`config.mk`:
```
export PLATFORM = sky130hd
export DESIGN_NAME = regulator_event_flags
export DESIGN_NICKNAME = d
export VERILOG_FILES = /design/src/pkg/regflags_pkg.sv /design/src/hw/short_debounce.sv /design/src/hw/regulator_event_flags.sv
export SDC_FILE = /design/constraint.sdc
export NUM_CORES = 1
export LEC_CHECK = 0
export BUFFER_PORTS_ARGS = -buffer_cell sky130_fd_sc_hd__buf_2
export CORE_ASPECT_RATIO = 2
export CORE_MARGIN = 5
export CORE_UTILIZATION = 30
export CTS_CLUSTER_DIAMETER = 150
export DETAILED_ROUTE_END_ITERATION = 10
export GPL_ROUTABILITY_DRIVEN = 0
export PLACE_DENSITY_LB_ADDON = 0.1
export SLEW_MARGIN = 20
export SYNTH_ARGS = -nofsm -noshare
export SYNTH_HDL_FRONTEND = slang
export SYNTH_HIERARCHICAL = 1
export SYNTH_SLANG_ARGS = --single-unit
export TNS_END_PERCENT = 1
```
`constraint.sdc`:
```
create_clock -name clk -period 3.8 [get_ports clk]
set_input_delay 0.38 -clock clk [delete_from_list [all_inputs] [get_ports clk]]
set_output_delay 0.38 -clock clk [all_outputs]
set_load 0.03 [all_outputs]
```
`src/pkg/regflags_pkg.sv`:
```
package regflags_pkg;

    // register byte addresses on the internal register port
    localparam logic [7:0] ADDR_SOFTWARE_RESET_BIT   = 8'h18;
    localparam logic [7:0] ADDR_TOP_FIRST  = 8'h19;
    localparam logic [7:0] ADDR_TOP_SECOND = 8'h1a;
    localparam logic [7:0] ADDR_BUCK       = 8'h1b;
    localparam logic [7:0] ADDR_LINEAR     = 8'h1c;
    localparam logic [7:0] ADDR_LIVE       = 8'h1d;

    // top_flags_first field positions
    localparam int TOP_PG_DROP  = 7;
    localparam int TOP_LIN_SUM  = 6;
    localparam int TOP_BUCK_SUM = 5;
    localparam int TOP_EXT_CLK  = 4;
    localparam int TOP_TSD      = 3;
    localparam int TOP_TWARN    = 2;
    localparam int TOP_OVP      = 1;
    localparam int TOP_MEAS     = 0;

    // top_flags_second, software reset and live status positions
    localparam int SECOND_RESET  = 0;
    localparam int SWRST_BIT     = 0;
    localparam int LIVE_PG       = 7;
    localparam int LIVE_EXT_CLK  = 4;
    localparam int LIVE_TSD      = 3;
    localparam int LIVE_TWARN    = 2;
    localparam int LIVE_OVP      = 1;

    // per-regulator group: channel 1 sits one nibble above channel 0
    localparam int GRP_PG     = 2;
    localparam int GRP_SC     = 1;
    localparam int GRP_ILIM   = 0;
    localparam int GRP_STRIDE = 4;

    // writable-flag masks and reset values
    localparam logic [7:0] TOP_FIRST_MASK  = 8'h9f;
    localparam logic [7:0] TOP_SECOND_MASK = 8'h01;
    localparam logic [7:0] GROUP_MASK      = 8'h77;
    localparam logic [7:0] FLAGS_RESET     = 8'h00;

    // short-circuit qualification time
    localparam int unsigned SHORT_TIME_NS = 1000000;
    localparam int unsigned CLK_PERIOD_NS = 5;
    localparam int unsigned SHORT_CYCLES  = SHORT_TIME_NS / CLK_PERIOD_NS;

    // number of regulators with per-channel flags (two buck, two linear)
    localparam int NUM_CH = 4;

    typedef enum logic [1:0] {RST_IDLE, RST_RESTORE, RST_STARTUP} reset_state_t;

    // write-one-to-clear update; a set in the same cycle wins over the clear
    function automatic logic [7:0] w1c_next(input logic [7:0] cur,
                                            input logic [7:0] set,
                                            input logic       hit,
                                            input logic [7:0] wdata,
                                            input logic [7:0] mask);
        logic [7:0] clr;
        clr = hit ? wdata : 8'h00;
        return ((cur & ~clr) | set) & mask;
    endfunction

endpackage

```
`src/hw/short_debounce.sv`:
```
`timescale 1ns/100ps
module short_debounce
#(
    parameter int unsigned CYCLES = 200000,
    parameter int          CW     = $clog2(CYCLES + 1)
)
(
    // clock, reset, enable
    input  wire logic clk,
    input  wire logic nrst,
    input  wire logic ce,
    // control and sense
    input  wire logic restore,
    input  wire logic below,
    // qualified result
    output logic      long_low
);
    logic [CW-1:0] cnt;

    // counts cycles spent below threshold, saturating at the limit
    always_ff @(posedge clk)
    begin
        if (!nrst)
            cnt <= '0;
        else if (ce)
        begin
            if (!below || restore)
                cnt <= '0;
            else if (cnt != CW'(CYCLES))
                cnt <= cnt + CW'(1);
        end
    end

    // only a low lasting past the full count qualifies
    always_ff @(posedge clk)
    begin
        if (!nrst)
            long_low <= 1'b0;
        else if (ce)
            long_low <= below && !restore && (cnt == CW'(CYCLES));
    end

    AST_SC_LONG: assert property (@(posedge clk) disable iff (!nrst)
        $rose(long_low) |-> $past(below) && $past(cnt) == CW'(CYCLES))
        else $error("short flagged before the low lasted long enough");

endmodule // short_debounce

```
`src/hw/regulator_event_flags.sv`:
```
// Behaviour
// Power-good output going active to inactive latches top bit 7.
// Top bit 6 reads set while linear flags are nonzero, clears itself.
// Top bit 5 reads set while buck flags are nonzero, clears itself.
// External clock appearing or disappearing latches top bit 4.
// Thermal shutdown latches bit 3, disables regulators, drives outputs low.
// Regulators cannot be enabled while the thermal shutdown flag is set.
// Latched thermal flags stay separate from live status bits.
// Thermal warning latches bit 2 and leaves regulators running.
// Input overvoltage latches bit 1, disables regulators, drives outputs low.
// A ready load-current result latches top bit 0.
// Undervoltage or software reset restores defaults, restarts, then sets reset flag.
// Buck power-good events latch bit 6 (one) and bit 2 (zero).
// Buck short flags bits 5 and 1 need output low over 1 ms.
// Buck current-limit activity latches bit 4 (one) and bit 0 (zero).
// Host clears a flag by writing one; all flags reset to zero.
// Software reset bit restores registers, resets serial interface, clears itself.
// Linear flag register holds per-regulator power-good, short, limit flags.
// Flags persist after the cause; a same-cycle event beats the clear.
`timescale 1ns/100ps
module regulator_event_flags
#(
    parameter int unsigned SHORT_CNT = regflags_pkg::SHORT_CYCLES
)
(
    // clock, reset, enable
    input  wire logic                        clk,
    input  wire logic                        nrst,
    input  wire logic                        ce,
    // internal register port of the serial interface
    input  wire logic [7:0]                  reg_addr,
    input  wire logic                        reg_wr,
    input  wire logic                        reg_rd,
    input  wire logic [7:0]                  reg_wdata,
    output logic      [7:0]                  reg_rdata,
    // analog monitors and pins, asynchronous
    input  wire logic                        power_good_output,
    input  wire logic                        ext_clk_valid,
    input  wire logic                        thermal_shutdown_in,
    input  wire logic                        thermal_warning_in,
    input  wire logic                        overvoltage_in,
    input  wire logic                        analog_supply_low,
    input  wire logic [regflags_pkg::NUM_CH-1:0] pg_invalid,
    input  wire logic [regflags_pkg::NUM_CH-1:0] below_short,
    input  wire logic [regflags_pkg::NUM_CH-1:0] ilim_active,
    // same-clock requests
    input  wire logic                        meas_done,
    input  wire logic                        startup_done,
    input  wire logic [regflags_pkg::NUM_CH-1:0] enable_req,
    input  wire logic                        gpo_a_req,
    input  wire logic                        gpo_b_req,
    // regulator and output control
    output logic      [regflags_pkg::NUM_CH-1:0] regulator_enable,
    output logic                             general_output_a,
    output logic                             general_output_b,
    output logic                             defaults_restore,
    output logic                             serial_reset,
    output logic                             startup_start
);
    import regflags_pkg::*;
    localparam int SYNC_W = 6 + 3 * NUM_CH;
    localparam int EDGE_W = 6 + NUM_CH;

    logic [SYNC_W-1:0] sync_q1;
    logic [SYNC_W-1:0] sync_q2;
    logic [EDGE_W-1:0] edge_prev;
    logic              pg_now, ext_now, tsd_now, twarn_now, ovp_now, uv_now;
    logic              pg_was, ext_was, tsd_was, twarn_was, ovp_was, uv_was;
    logic [NUM_CH-1:0] pginv_now, pginv_was, below_now, ilim_now, sc_long;
    logic [7:0]        top_first;
    logic [7:0]        top_second;
    logic [7:0]        buck_flags;
    logic [7:0]        linear_flags;
    logic [7:0]        next_top_first, next_top_second, next_buck, next_linear;
    logic [7:0]        top_set, buck_set, linear_set, top_first_view, live_view;
    logic              software_reset_bit;
    logic              pg_drop, ext_change, tsd_rise, twarn_rise, ovp_rise, uv_rise;
    logic [NUM_CH-1:0] pg_event;
    logic              in_restore, kill_regs, software_reset_bit_wr;
    reset_state_t      rst_state;

    // two-stage synchroniser for everything arriving from the analog side
    always_ff @(posedge clk)
    begin
        if (!nrst)
        begin
            sync_q1 <= '0;
            sync_q2 <= '0;
        end
        else if (ce)
        begin
            sync_q1 <= {power_good_output, ext_clk_valid, thermal_shutdown_in,
                        thermal_warning_in, overvoltage_in, analog_supply_low,
                        pg_invalid, below_short, ilim_active};
            sync_q2 <= sync_q1;
        end
    end

    assign {pg_now, ext_now, tsd_now, twarn_now, ovp_now, uv_now,
            pginv_now, below_now, ilim_now} = sync_q2;

    // previous synchronised levels for edge detection
    always_ff @(posedge clk)
    begin
        if (!nrst)
            edge_prev <= '0;
        else if (ce)
            edge_prev <= {pg_now, ext_now, tsd_now, twarn_now, ovp_now, uv_now, pginv_now};
    end

    assign {pg_was, ext_was, tsd_was, twarn_was, ovp_was, uv_was, pginv_was} = edge_prev;

    // event detection from the synchronised levels
    assign pg_drop    = pg_was && !pg_now;
    assign ext_change = ext_was ^ ext_now;
    assign tsd_rise   = tsd_now && !tsd_was;
    assign twarn_rise = twarn_now && !twarn_was;
    assign ovp_rise   = ovp_now && !ovp_was;
    assign uv_rise    = uv_now && !uv_was;
    assign pg_event   = pginv_now & ~pginv_was;

    // one qualification timer per regulator output
    genvar ch;
    generate
        for (ch = 0; ch < NUM_CH; ch++)
        begin : g_short
            short_debounce #(
                .CYCLES (SHORT_CNT)
            ) u_short (
                .clk      (clk),
                .nrst     (nrst),
                .ce       (ce),
                .restore  (in_restore),
                .below    (below_now[ch]),
                .long_low (sc_long[ch])
            );
        end
    endgenerate

    // set vectors; channels 0,1 are the bucks, 2,3 the linear regulators
    assign top_set = {pg_drop, 2'b00, ext_change, tsd_rise, twarn_rise, ovp_rise,
                      meas_done};
    assign buck_set = {1'b0, pg_event[1], sc_long[1], ilim_now[1],
                       1'b0, pg_event[0], sc_long[0], ilim_now[0]};
    assign linear_set = {1'b0, pg_event[3], sc_long[3], ilim_now[3],
                         1'b0, pg_event[2], sc_long[2], ilim_now[2]};

    assign in_restore  = (rst_state == RST_RESTORE);
    assign software_reset_bit_wr = reg_wr && reg_addr == ADDR_SOFTWARE_RESET_BIT && reg_wdata[SWRST_BIT];

    // next flag values: write-one clears, a simultaneous event wins
    always_comb
    begin
        next_top_first  = w1c_next(top_first, top_set,
                                   reg_wr && reg_addr == ADDR_TOP_FIRST,
                                   reg_wdata, TOP_FIRST_MASK);
        next_buck       = w1c_next(buck_flags, buck_set,
                                   reg_wr && reg_addr == ADDR_BUCK,
                                   reg_wdata, GROUP_MASK);
        next_linear     = w1c_next(linear_flags, linear_set,
                                   reg_wr && reg_addr == ADDR_LINEAR,
                                   reg_wdata, GROUP_MASK);
        next_top_second = w1c_next(top_second,
                                   {7'h00, rst_state == RST_STARTUP && startup_done},
                                   reg_wr && reg_addr == ADDR_TOP_SECOND,
                                   reg_wdata, TOP_SECOND_MASK);
    end

    // flag registers; restore wipes them back to defaults
    always_ff @(posedge clk)
    begin
        if (!nrst || (ce && in_restore))
        begin
            top_first    <= FLAGS_RESET;
            top_second   <= FLAGS_RESET;
            buck_flags   <= FLAGS_RESET;
            linear_flags <= FLAGS_RESET;
        end
        else if (ce)
        begin
            top_first    <= next_top_first;
            top_second   <= next_top_second;
            buck_flags   <= next_buck;
            linear_flags <= next_linear;
        end
    end

    // reset sequencer; stays in restore while the supply is still low
    always_ff @(posedge clk)
    begin
        if (!nrst)
            rst_state <= RST_IDLE;
        else if (ce)
        begin
            case (rst_state)
                RST_IDLE:
                    if (uv_rise || software_reset_bit)
                        rst_state <= RST_RESTORE;
                RST_RESTORE:
                    if (!uv_now)
                        rst_state <= RST_STARTUP;
                RST_STARTUP:
                    if (startup_done)
                        rst_state <= RST_IDLE;
                default:
                    rst_state <= RST_IDLE;
            endcase
        end
    end

    // software reset bit is written by the host and drops once the restore starts
    always_ff @(posedge clk)
    begin
        if (!nrst)
            software_reset_bit <= 1'b0;
        else if (ce)
        begin
            if (in_restore)
                software_reset_bit <= 1'b0;
            else if (software_reset_bit_wr)
                software_reset_bit <= 1'b1;
        end
    end

    // sequencer strobes: restore and serial reset on entry, startup on exit
    always_ff @(posedge clk)
    begin
        if (!nrst)
        begin
            defaults_restore <= 1'b0;
            serial_reset     <= 1'b0;
            startup_start    <= 1'b0;
        end
        else if (ce)
        begin
            defaults_restore <= (rst_state == RST_IDLE) && (uv_rise || software_reset_bit);
            serial_reset     <= (rst_state == RST_IDLE) && (uv_rise || software_reset_bit);
            startup_start    <= in_restore && !uv_now;
        end
    end

    // regulators drop the cycle a fault latches; the flag then holds them off
    assign kill_regs = top_first[TOP_TSD] || tsd_rise || top_first[TOP_OVP] || ovp_rise
                       || rst_state != RST_IDLE;

    always_ff @(posedge clk)
    begin
        if (!nrst)
        begin
            regulator_enable <= '0;
            general_output_a <= 1'b0;
            general_output_b <= 1'b0;
        end
        else if (ce)
        begin
            regulator_enable <= kill_regs ? '0 : enable_req;
            general_output_a <= gpo_a_req && !(top_first[TOP_TSD] || tsd_rise
                                || top_first[TOP_OVP] || ovp_rise);
            general_output_b <= gpo_b_req && !(top_first[TOP_TSD] || tsd_rise
                                || top_first[TOP_OVP] || ovp_rise);
        end
    end

    // summary bits are computed, never stored, so they clear by themselves
    assign top_first_view = {top_first[TOP_PG_DROP], |linear_flags, |buck_flags,
                             top_first[4:0]};
    // live view reports present conditions, independent of the latches
    assign live_view = {pg_now, 2'b00, !ext_now, tsd_now, twarn_now, ovp_now, 1'b0};

    // registered read data; unmapped addresses read zero
    always_ff @(posedge clk)
    begin
        if (!nrst)
            reg_rdata <= 8'h00;
        else if (ce && reg_rd)
        begin
            case (reg_addr)
                ADDR_SOFTWARE_RESET_BIT:   reg_rdata <= {7'h00, software_reset_bit};
                ADDR_TOP_FIRST:  reg_rdata <= top_first_view;
                ADDR_TOP_SECOND: reg_rdata <= top_second;
                ADDR_BUCK:       reg_rdata <= buck_flags;
                ADDR_LINEAR:     reg_rdata <= linear_flags;
                ADDR_LIVE:       reg_rdata <= live_view;
                default:         reg_rdata <= 8'h00;
            endcase
        end
    end

    // checks on the latching and sequencing behaviour
    AST_PG_DROP: assert property (@(posedge clk) disable iff (!nrst)
        ce && pg_drop && !in_restore |=> top_first[TOP_PG_DROP])
        else $error("power-good drop not latched");
    AST_LIN_SUM: assert property (@(posedge clk) disable iff (!nrst)
        ce && reg_rd && reg_addr == ADDR_TOP_FIRST |=> reg_rdata[TOP_LIN_SUM] == $past(|linear_flags))
        else $error("linear summary does not follow linear flags");
    AST_BUCK_SUM: assert property (@(posedge clk) disable iff (!nrst)
        ce && reg_rd && reg_addr == ADDR_TOP_FIRST |=> reg_rdata[TOP_BUCK_SUM] == $past(|buck_flags))
        else $error("buck summary does not follow buck flags");
    AST_EXT_CLK: assert property (@(posedge clk) disable iff (!nrst)
        ce && !in_restore && $past(ext_now) != ext_now && ext_was != ext_now
        |=> top_first[TOP_EXT_CLK])
        else $error("external clock change not latched");
    AST_TSD_OFF: assert property (@(posedge clk) disable iff (!nrst)
        ce && tsd_rise && !in_restore
        |=> top_first[TOP_TSD] && regulator_enable == '0 && !general_output_a && !general_output_b)
        else $error("thermal shutdown did not shut down");
    AST_TSD_REFUSE: assert property (@(posedge clk) disable iff (!nrst)
        top_first[TOP_TSD] |-> regulator_enable == '0)
        else $error("regulator enabled under thermal shutdown flag");
    AST_TWARN_RUN: assert property (@(posedge clk) disable iff (!nrst)
        ce && twarn_rise && !kill_regs |=> top_first[TOP_TWARN] && regulator_enable == $past(enable_req))
        else $error("thermal warning wrong");
    AST_OVP_OFF: assert property (@(posedge clk) disable iff (!nrst)
        ce && ovp_rise && !in_restore |=> top_first[TOP_OVP] && regulator_enable == '0 ##1 !general_output_a || !ce)
        else $error("overvoltage did not shut down");
    AST_MEAS: assert property (@(posedge clk) disable iff (!nrst)
        ce && meas_done && !in_restore |=> top_first[TOP_MEAS])
        else $error("measurement ready not latched");
    AST_RESET_FLAG: assert property (@(posedge clk) disable iff (!nrst)
        ce && rst_state == RST_STARTUP && startup_done |=> top_second[SECOND_RESET] && rst_state == RST_IDLE)
        else $error("reset flag not set after startup");
    AST_SET_WINS: assert property (@(posedge clk) disable iff (!nrst)
        ce && !in_restore && tsd_rise && reg_wr && reg_addr == ADDR_TOP_FIRST && reg_wdata[TOP_TSD]
        |=> top_first[TOP_TSD])
        else $error("clearing write beat a new event");
    AST_W1C: assert property (@(posedge clk) disable iff (!nrst)
        ce && reg_wr && reg_addr == ADDR_BUCK && reg_wdata[GRP_ILIM] && !buck_set[GRP_ILIM]
        |=> !buck_flags[GRP_ILIM])
        else $error("write one did not clear flag");

    COV_TSD: cover property (@(posedge clk) disable iff (!nrst) ce && tsd_rise);
    COV_SOFTWARE_RESET_BIT: cover property (@(posedge clk) disable iff (!nrst)
        rst_state == RST_STARTUP && ce && startup_done);
    COV_SHORT: cover property (@(posedge clk) disable iff (!nrst) |sc_long);

endmodule // regulator_event_flags

```
==> summary.md <==
| Metric | Value |
|---|---|
| Ys Warns | `6` |
| Fin crit share | `0.7393` |
| Crit-path cells | `nor2b_1 > nor2b_1 > nand4_2 > o21ai_2 > o21ai_0 > a21boi_0` |
| CTS Buffer Depth | `2` |
| P_sw | `approximately 890 uW` |
| Min Tclk post-route | `about 2800 ps` |
| Top-area cell type share of the netlist area | `0.4046` |
| Setup_tns | `0 ps` |
| Relative slew slack | `0.4045` |
| Critical Path RT | `4150 ps` |
| Seq/Total Area, Yosys | `0.4046` |
| DR WL/cell | `~17 um` |
| Yosys reg bits | `160` |
| Grt ovf | `0` |
| FFs w/ async S/R, synth | `0` |
| Ys flop type | `dfxtp_1` |
| Detailed Route Iter0 Violations | `237` |
| Clk slew on worst S/H paths | `60 ps` |
| Total clock buffers created by CTS | `17` |
| I/O Pins | `64` |
| Critical Path Source Type | `flip-flop` |
| CTS tree | `yes` |
| Synth area leaders | `dfxtp_1 (40%), mux2i_1 (6.6%), a21oi_1 (4.9%)` |
| Multi-input gate area | `0.004365 mm^2` |
| Hpwl dp | `15670 um` |
| Num rows | `84` |
| Clk root buf | `clkbuf_16` |
| First-pass GRT wire length | `36090 um` |
| Vias in the first global route | `6811` |
| RSZ-0062 raised after global routing | `no` |
| Cells after Synth | `919` |
| Worst-margin pin slew | `approximately 890 ps` |
| DRC violations left | `0` |
| CTS sink cnt | `160` |
| Vias per cell | `5.156` |
| Register share of total power | `0.460` |
| Fraction of layout cells with a size suffix above 1 | `0.1485` |
| Syn Std Cell Area | `0.007916 mm^2` |
| Post-synth EDFFs | `0` |
| Depth of the CTS H-tree | `4` |
| Final setup fails | `0` |
| Hold Crit Class | `in2reg` |
| Reg area | `0.003203 mm^2` |
| Maxcap violations | `0` |
| CP max stage delay | `750 ps` |
| Peak VDD IR | `0.2715 mV` |
| Critical path arrival | `3160 ps` |
| Critical path's top delay family | `simple AND/OR/NAND/NOR gates` |
| Overall Power | `3754 uW` |
| Crit path max-delay cell type | `nor2b_1` |
| Leak | `0.003340 uW` |
| Hold Violations, Final | `0` |
| Ant diodes | `0` |
| Cts hold-fix bufs | `0` |
| Utilization after layout | `0.3474` |
| Fmax | `355.9 MHz` |
| Synthesized Nets | `~1000` |
| Total track usage | `0.1498` |
| Die Y | `239.7 um` |
| DRT Pass-1 Iters | `4` |
| Post-CTS Repair Setup Buffers | `0` |
| Port bufs | `63` |
| Syn-to-layout area delta | `14.84%` |
| Largest net degree at the start of global routing | `66` |
| Final Max Tran Viols | `0` |
| Critical setup path kind | `reg2reg` |
| Sw Share | `0.2377` |
| Clock Latency Late Sink | `440 ps` |
| Crit end category | `flip-flop` |
| Logic gate share of total power | `0.067` |
| Yosys top cell by area | `dfxtp_1` |
| Netlist cell types | `60` |
| Die W | `124.9 um` |
| Final nets | `just over 1000` |
| Final ANT Viol Nets | `0` |
| Pint | `2862 uW` |
| Total routed wirelength | `roughly 22000 um` |
| Fin Clk Skew | `a little under 7 ps` |
| Die area | `0.02993 mm^2` |
| Worst Path Buf+Inv | `0` |
| Clock power share | `0.474` |
| Avg Cell Area, Syn | `8.614 um^2` |
| Initial Utilization | `0.3025` |
| PwrDens | `413.0 mW/mm^2` |
| Filler cell count | `2744` |
| Initial antenna violation count | `0` |
| Post-CTS sizing | `0` |
| Critical path's most frequent cell | `nor2b_1` |
| Core box area | `roughly 0.026 mm^2` |
| CP max FO | `17` |
| Via count | `6775` |
| Outcome | `finished, final reports clean` |
-- worst reg2reg max path, delay by kind of cell, from the launching register on --
kind / cells / cell delay [ps]
compound gates: 3 / 1070
simple gates: 3 / 1310
flops: 1 / 340
-- power by group through the flow --
stage | clock (uW) | sequential [uW] | combinational, uW
3_5_place_dp | 0 | 1760 | 254
4_1_cts | 1850 | 1730 | 255
3_3_place_gp | 0 | 1760 | 253
5_1_grt | 1910 | 1730 | 279
2_1_floorplan | 0 | 1770 | 164
6_report | 1780 | 1730 | 250
-- layout make-up --
class                      count  area share
timing repair buffer          71     0.04321
inverter                      27     0.01115
sequential                   160      0.3523
clock inverter                 9     0.01473
multi-input combinational    681      0.4802
tap                          344     0.04734
clock buffer                  22     0.05106
-- metal layers --
layer,track usage,wire [um],share of wire,up-vias
li1,-,-,-,3430
met1,0.1570,8752,0.40,3218
met2,0.2873,12160,0.55,94
met3,0.02879,576,0.026,33
met4,0.06546,618,0.028,0
met5,0,0,0,-
-- stage by stage --
stage,std cells,setup WS [ps],hold slack [ps],area [um^2]
after detailed placement,1283,931.6,457.6,8493
final,1314,990.6,169.4,9091
after global routing,1314,678.5,164.1,9091
after CTS,1314,888.8,148.3,9091
after global placement,1283,1012,449.3,8493
after floorplan,919,1939,439.1,7916
-- cell families (layout without fill, tap and decap cells) --
group,after synthesis,count (layout),share of synthesized area
simple gates,368,368,0.2753
compound gates,250,250,0.1941
flops,160,160,0.4046
buf+inv,78,129,0.04394
mux,53,53,0.06717
fa+ha+maj,8,8,0.01264
xor+xnor,2,2,0.002213
-- cells in the final DEF, fill, tap and decap left out, types with 8 or more instances in the layout --
cell and instances:
and3_1 9, a21oi_1 78, ha_1 8, nand2b_1 18
or3b_1 8, buf_4 9, a21boi_1 16, buf_2 61
nand3b_1 11, o32ai_1 12, and4_1 9, o21ai_0 71
nand2_1 83, a21boi_0 12, or3_1 22, mux2i_1 52
nor2_1 66, nand4_1 15, o22ai_1 15, nor2_4 8
clkbuf_16 17, dfxtp_1 160, inv_1 26, nand3_1 37
nor2b_1 13, o21a_1 8
-- path summary, 6_finish.rpt --
path / end / slack [ps] / depth (start not counted) / startpoint
worst max-delay path: g_short[2].u_short/cnt[3]$_SDFFE_PN0P_ / 990 / 6 / rst_state[0]$_SDFFE_PN0P_
worst min register to register: buck_flags[1]$_SDFFE_PP0P_ / 460 / 2 / g_short[0].u_short/long_low$_SDFFE_PN0P_
worst max register to register: g_short[2].u_short/cnt[3]$_SDFFE_PN0P_ / 990 / 6 / rst_state[0]$_SDFFE_PN0P_
worst min-delay path: regulator_enable[3]$_SDFFE_PN0P_ / 170 / 3 / enable_req[3]
-- sequential cells by signal, indices dropped and copies added (netlist names) --
name and cells:
top_first 6, g_short.u_short/cnt 72, software_reset_bit 1, top_second 1, reg_rdata 8, startup_start 1
general_output_b 1, buck_flags 6, regulator_enable 4, general_output_a 1, sync_q1 18, edge_prev 10
sync_q2 18, linear_flags 6, serial_reset 1, rst_state 2, g_short.u_short/long_low 4
-- synth_stat cells, drive strengths merged (5+ instances only) --
cell / number
or3b: 12
nor4: 5
nand3: 41
clkbuf: 32
inv: 27
nand2: 83
o21ai: 76
nand3b: 11
nand2b: 18
or3: 22
o21a: 8
buf: 19
nor3: 6
and4bb: 8
and2: 10
o22ai: 15
o211ai: 8
or4: 6
a21boi: 28
and3: 9
nor2b: 13
nor4b: 11
nor2: 74
o32ai: 12
mux2i: 52
and4: 9
dfxtp: 160
a21oi: 78
ha: 8
nand4: 19
nand4b: 5
a22o: 5
Power figures use the tool's default switching activity.
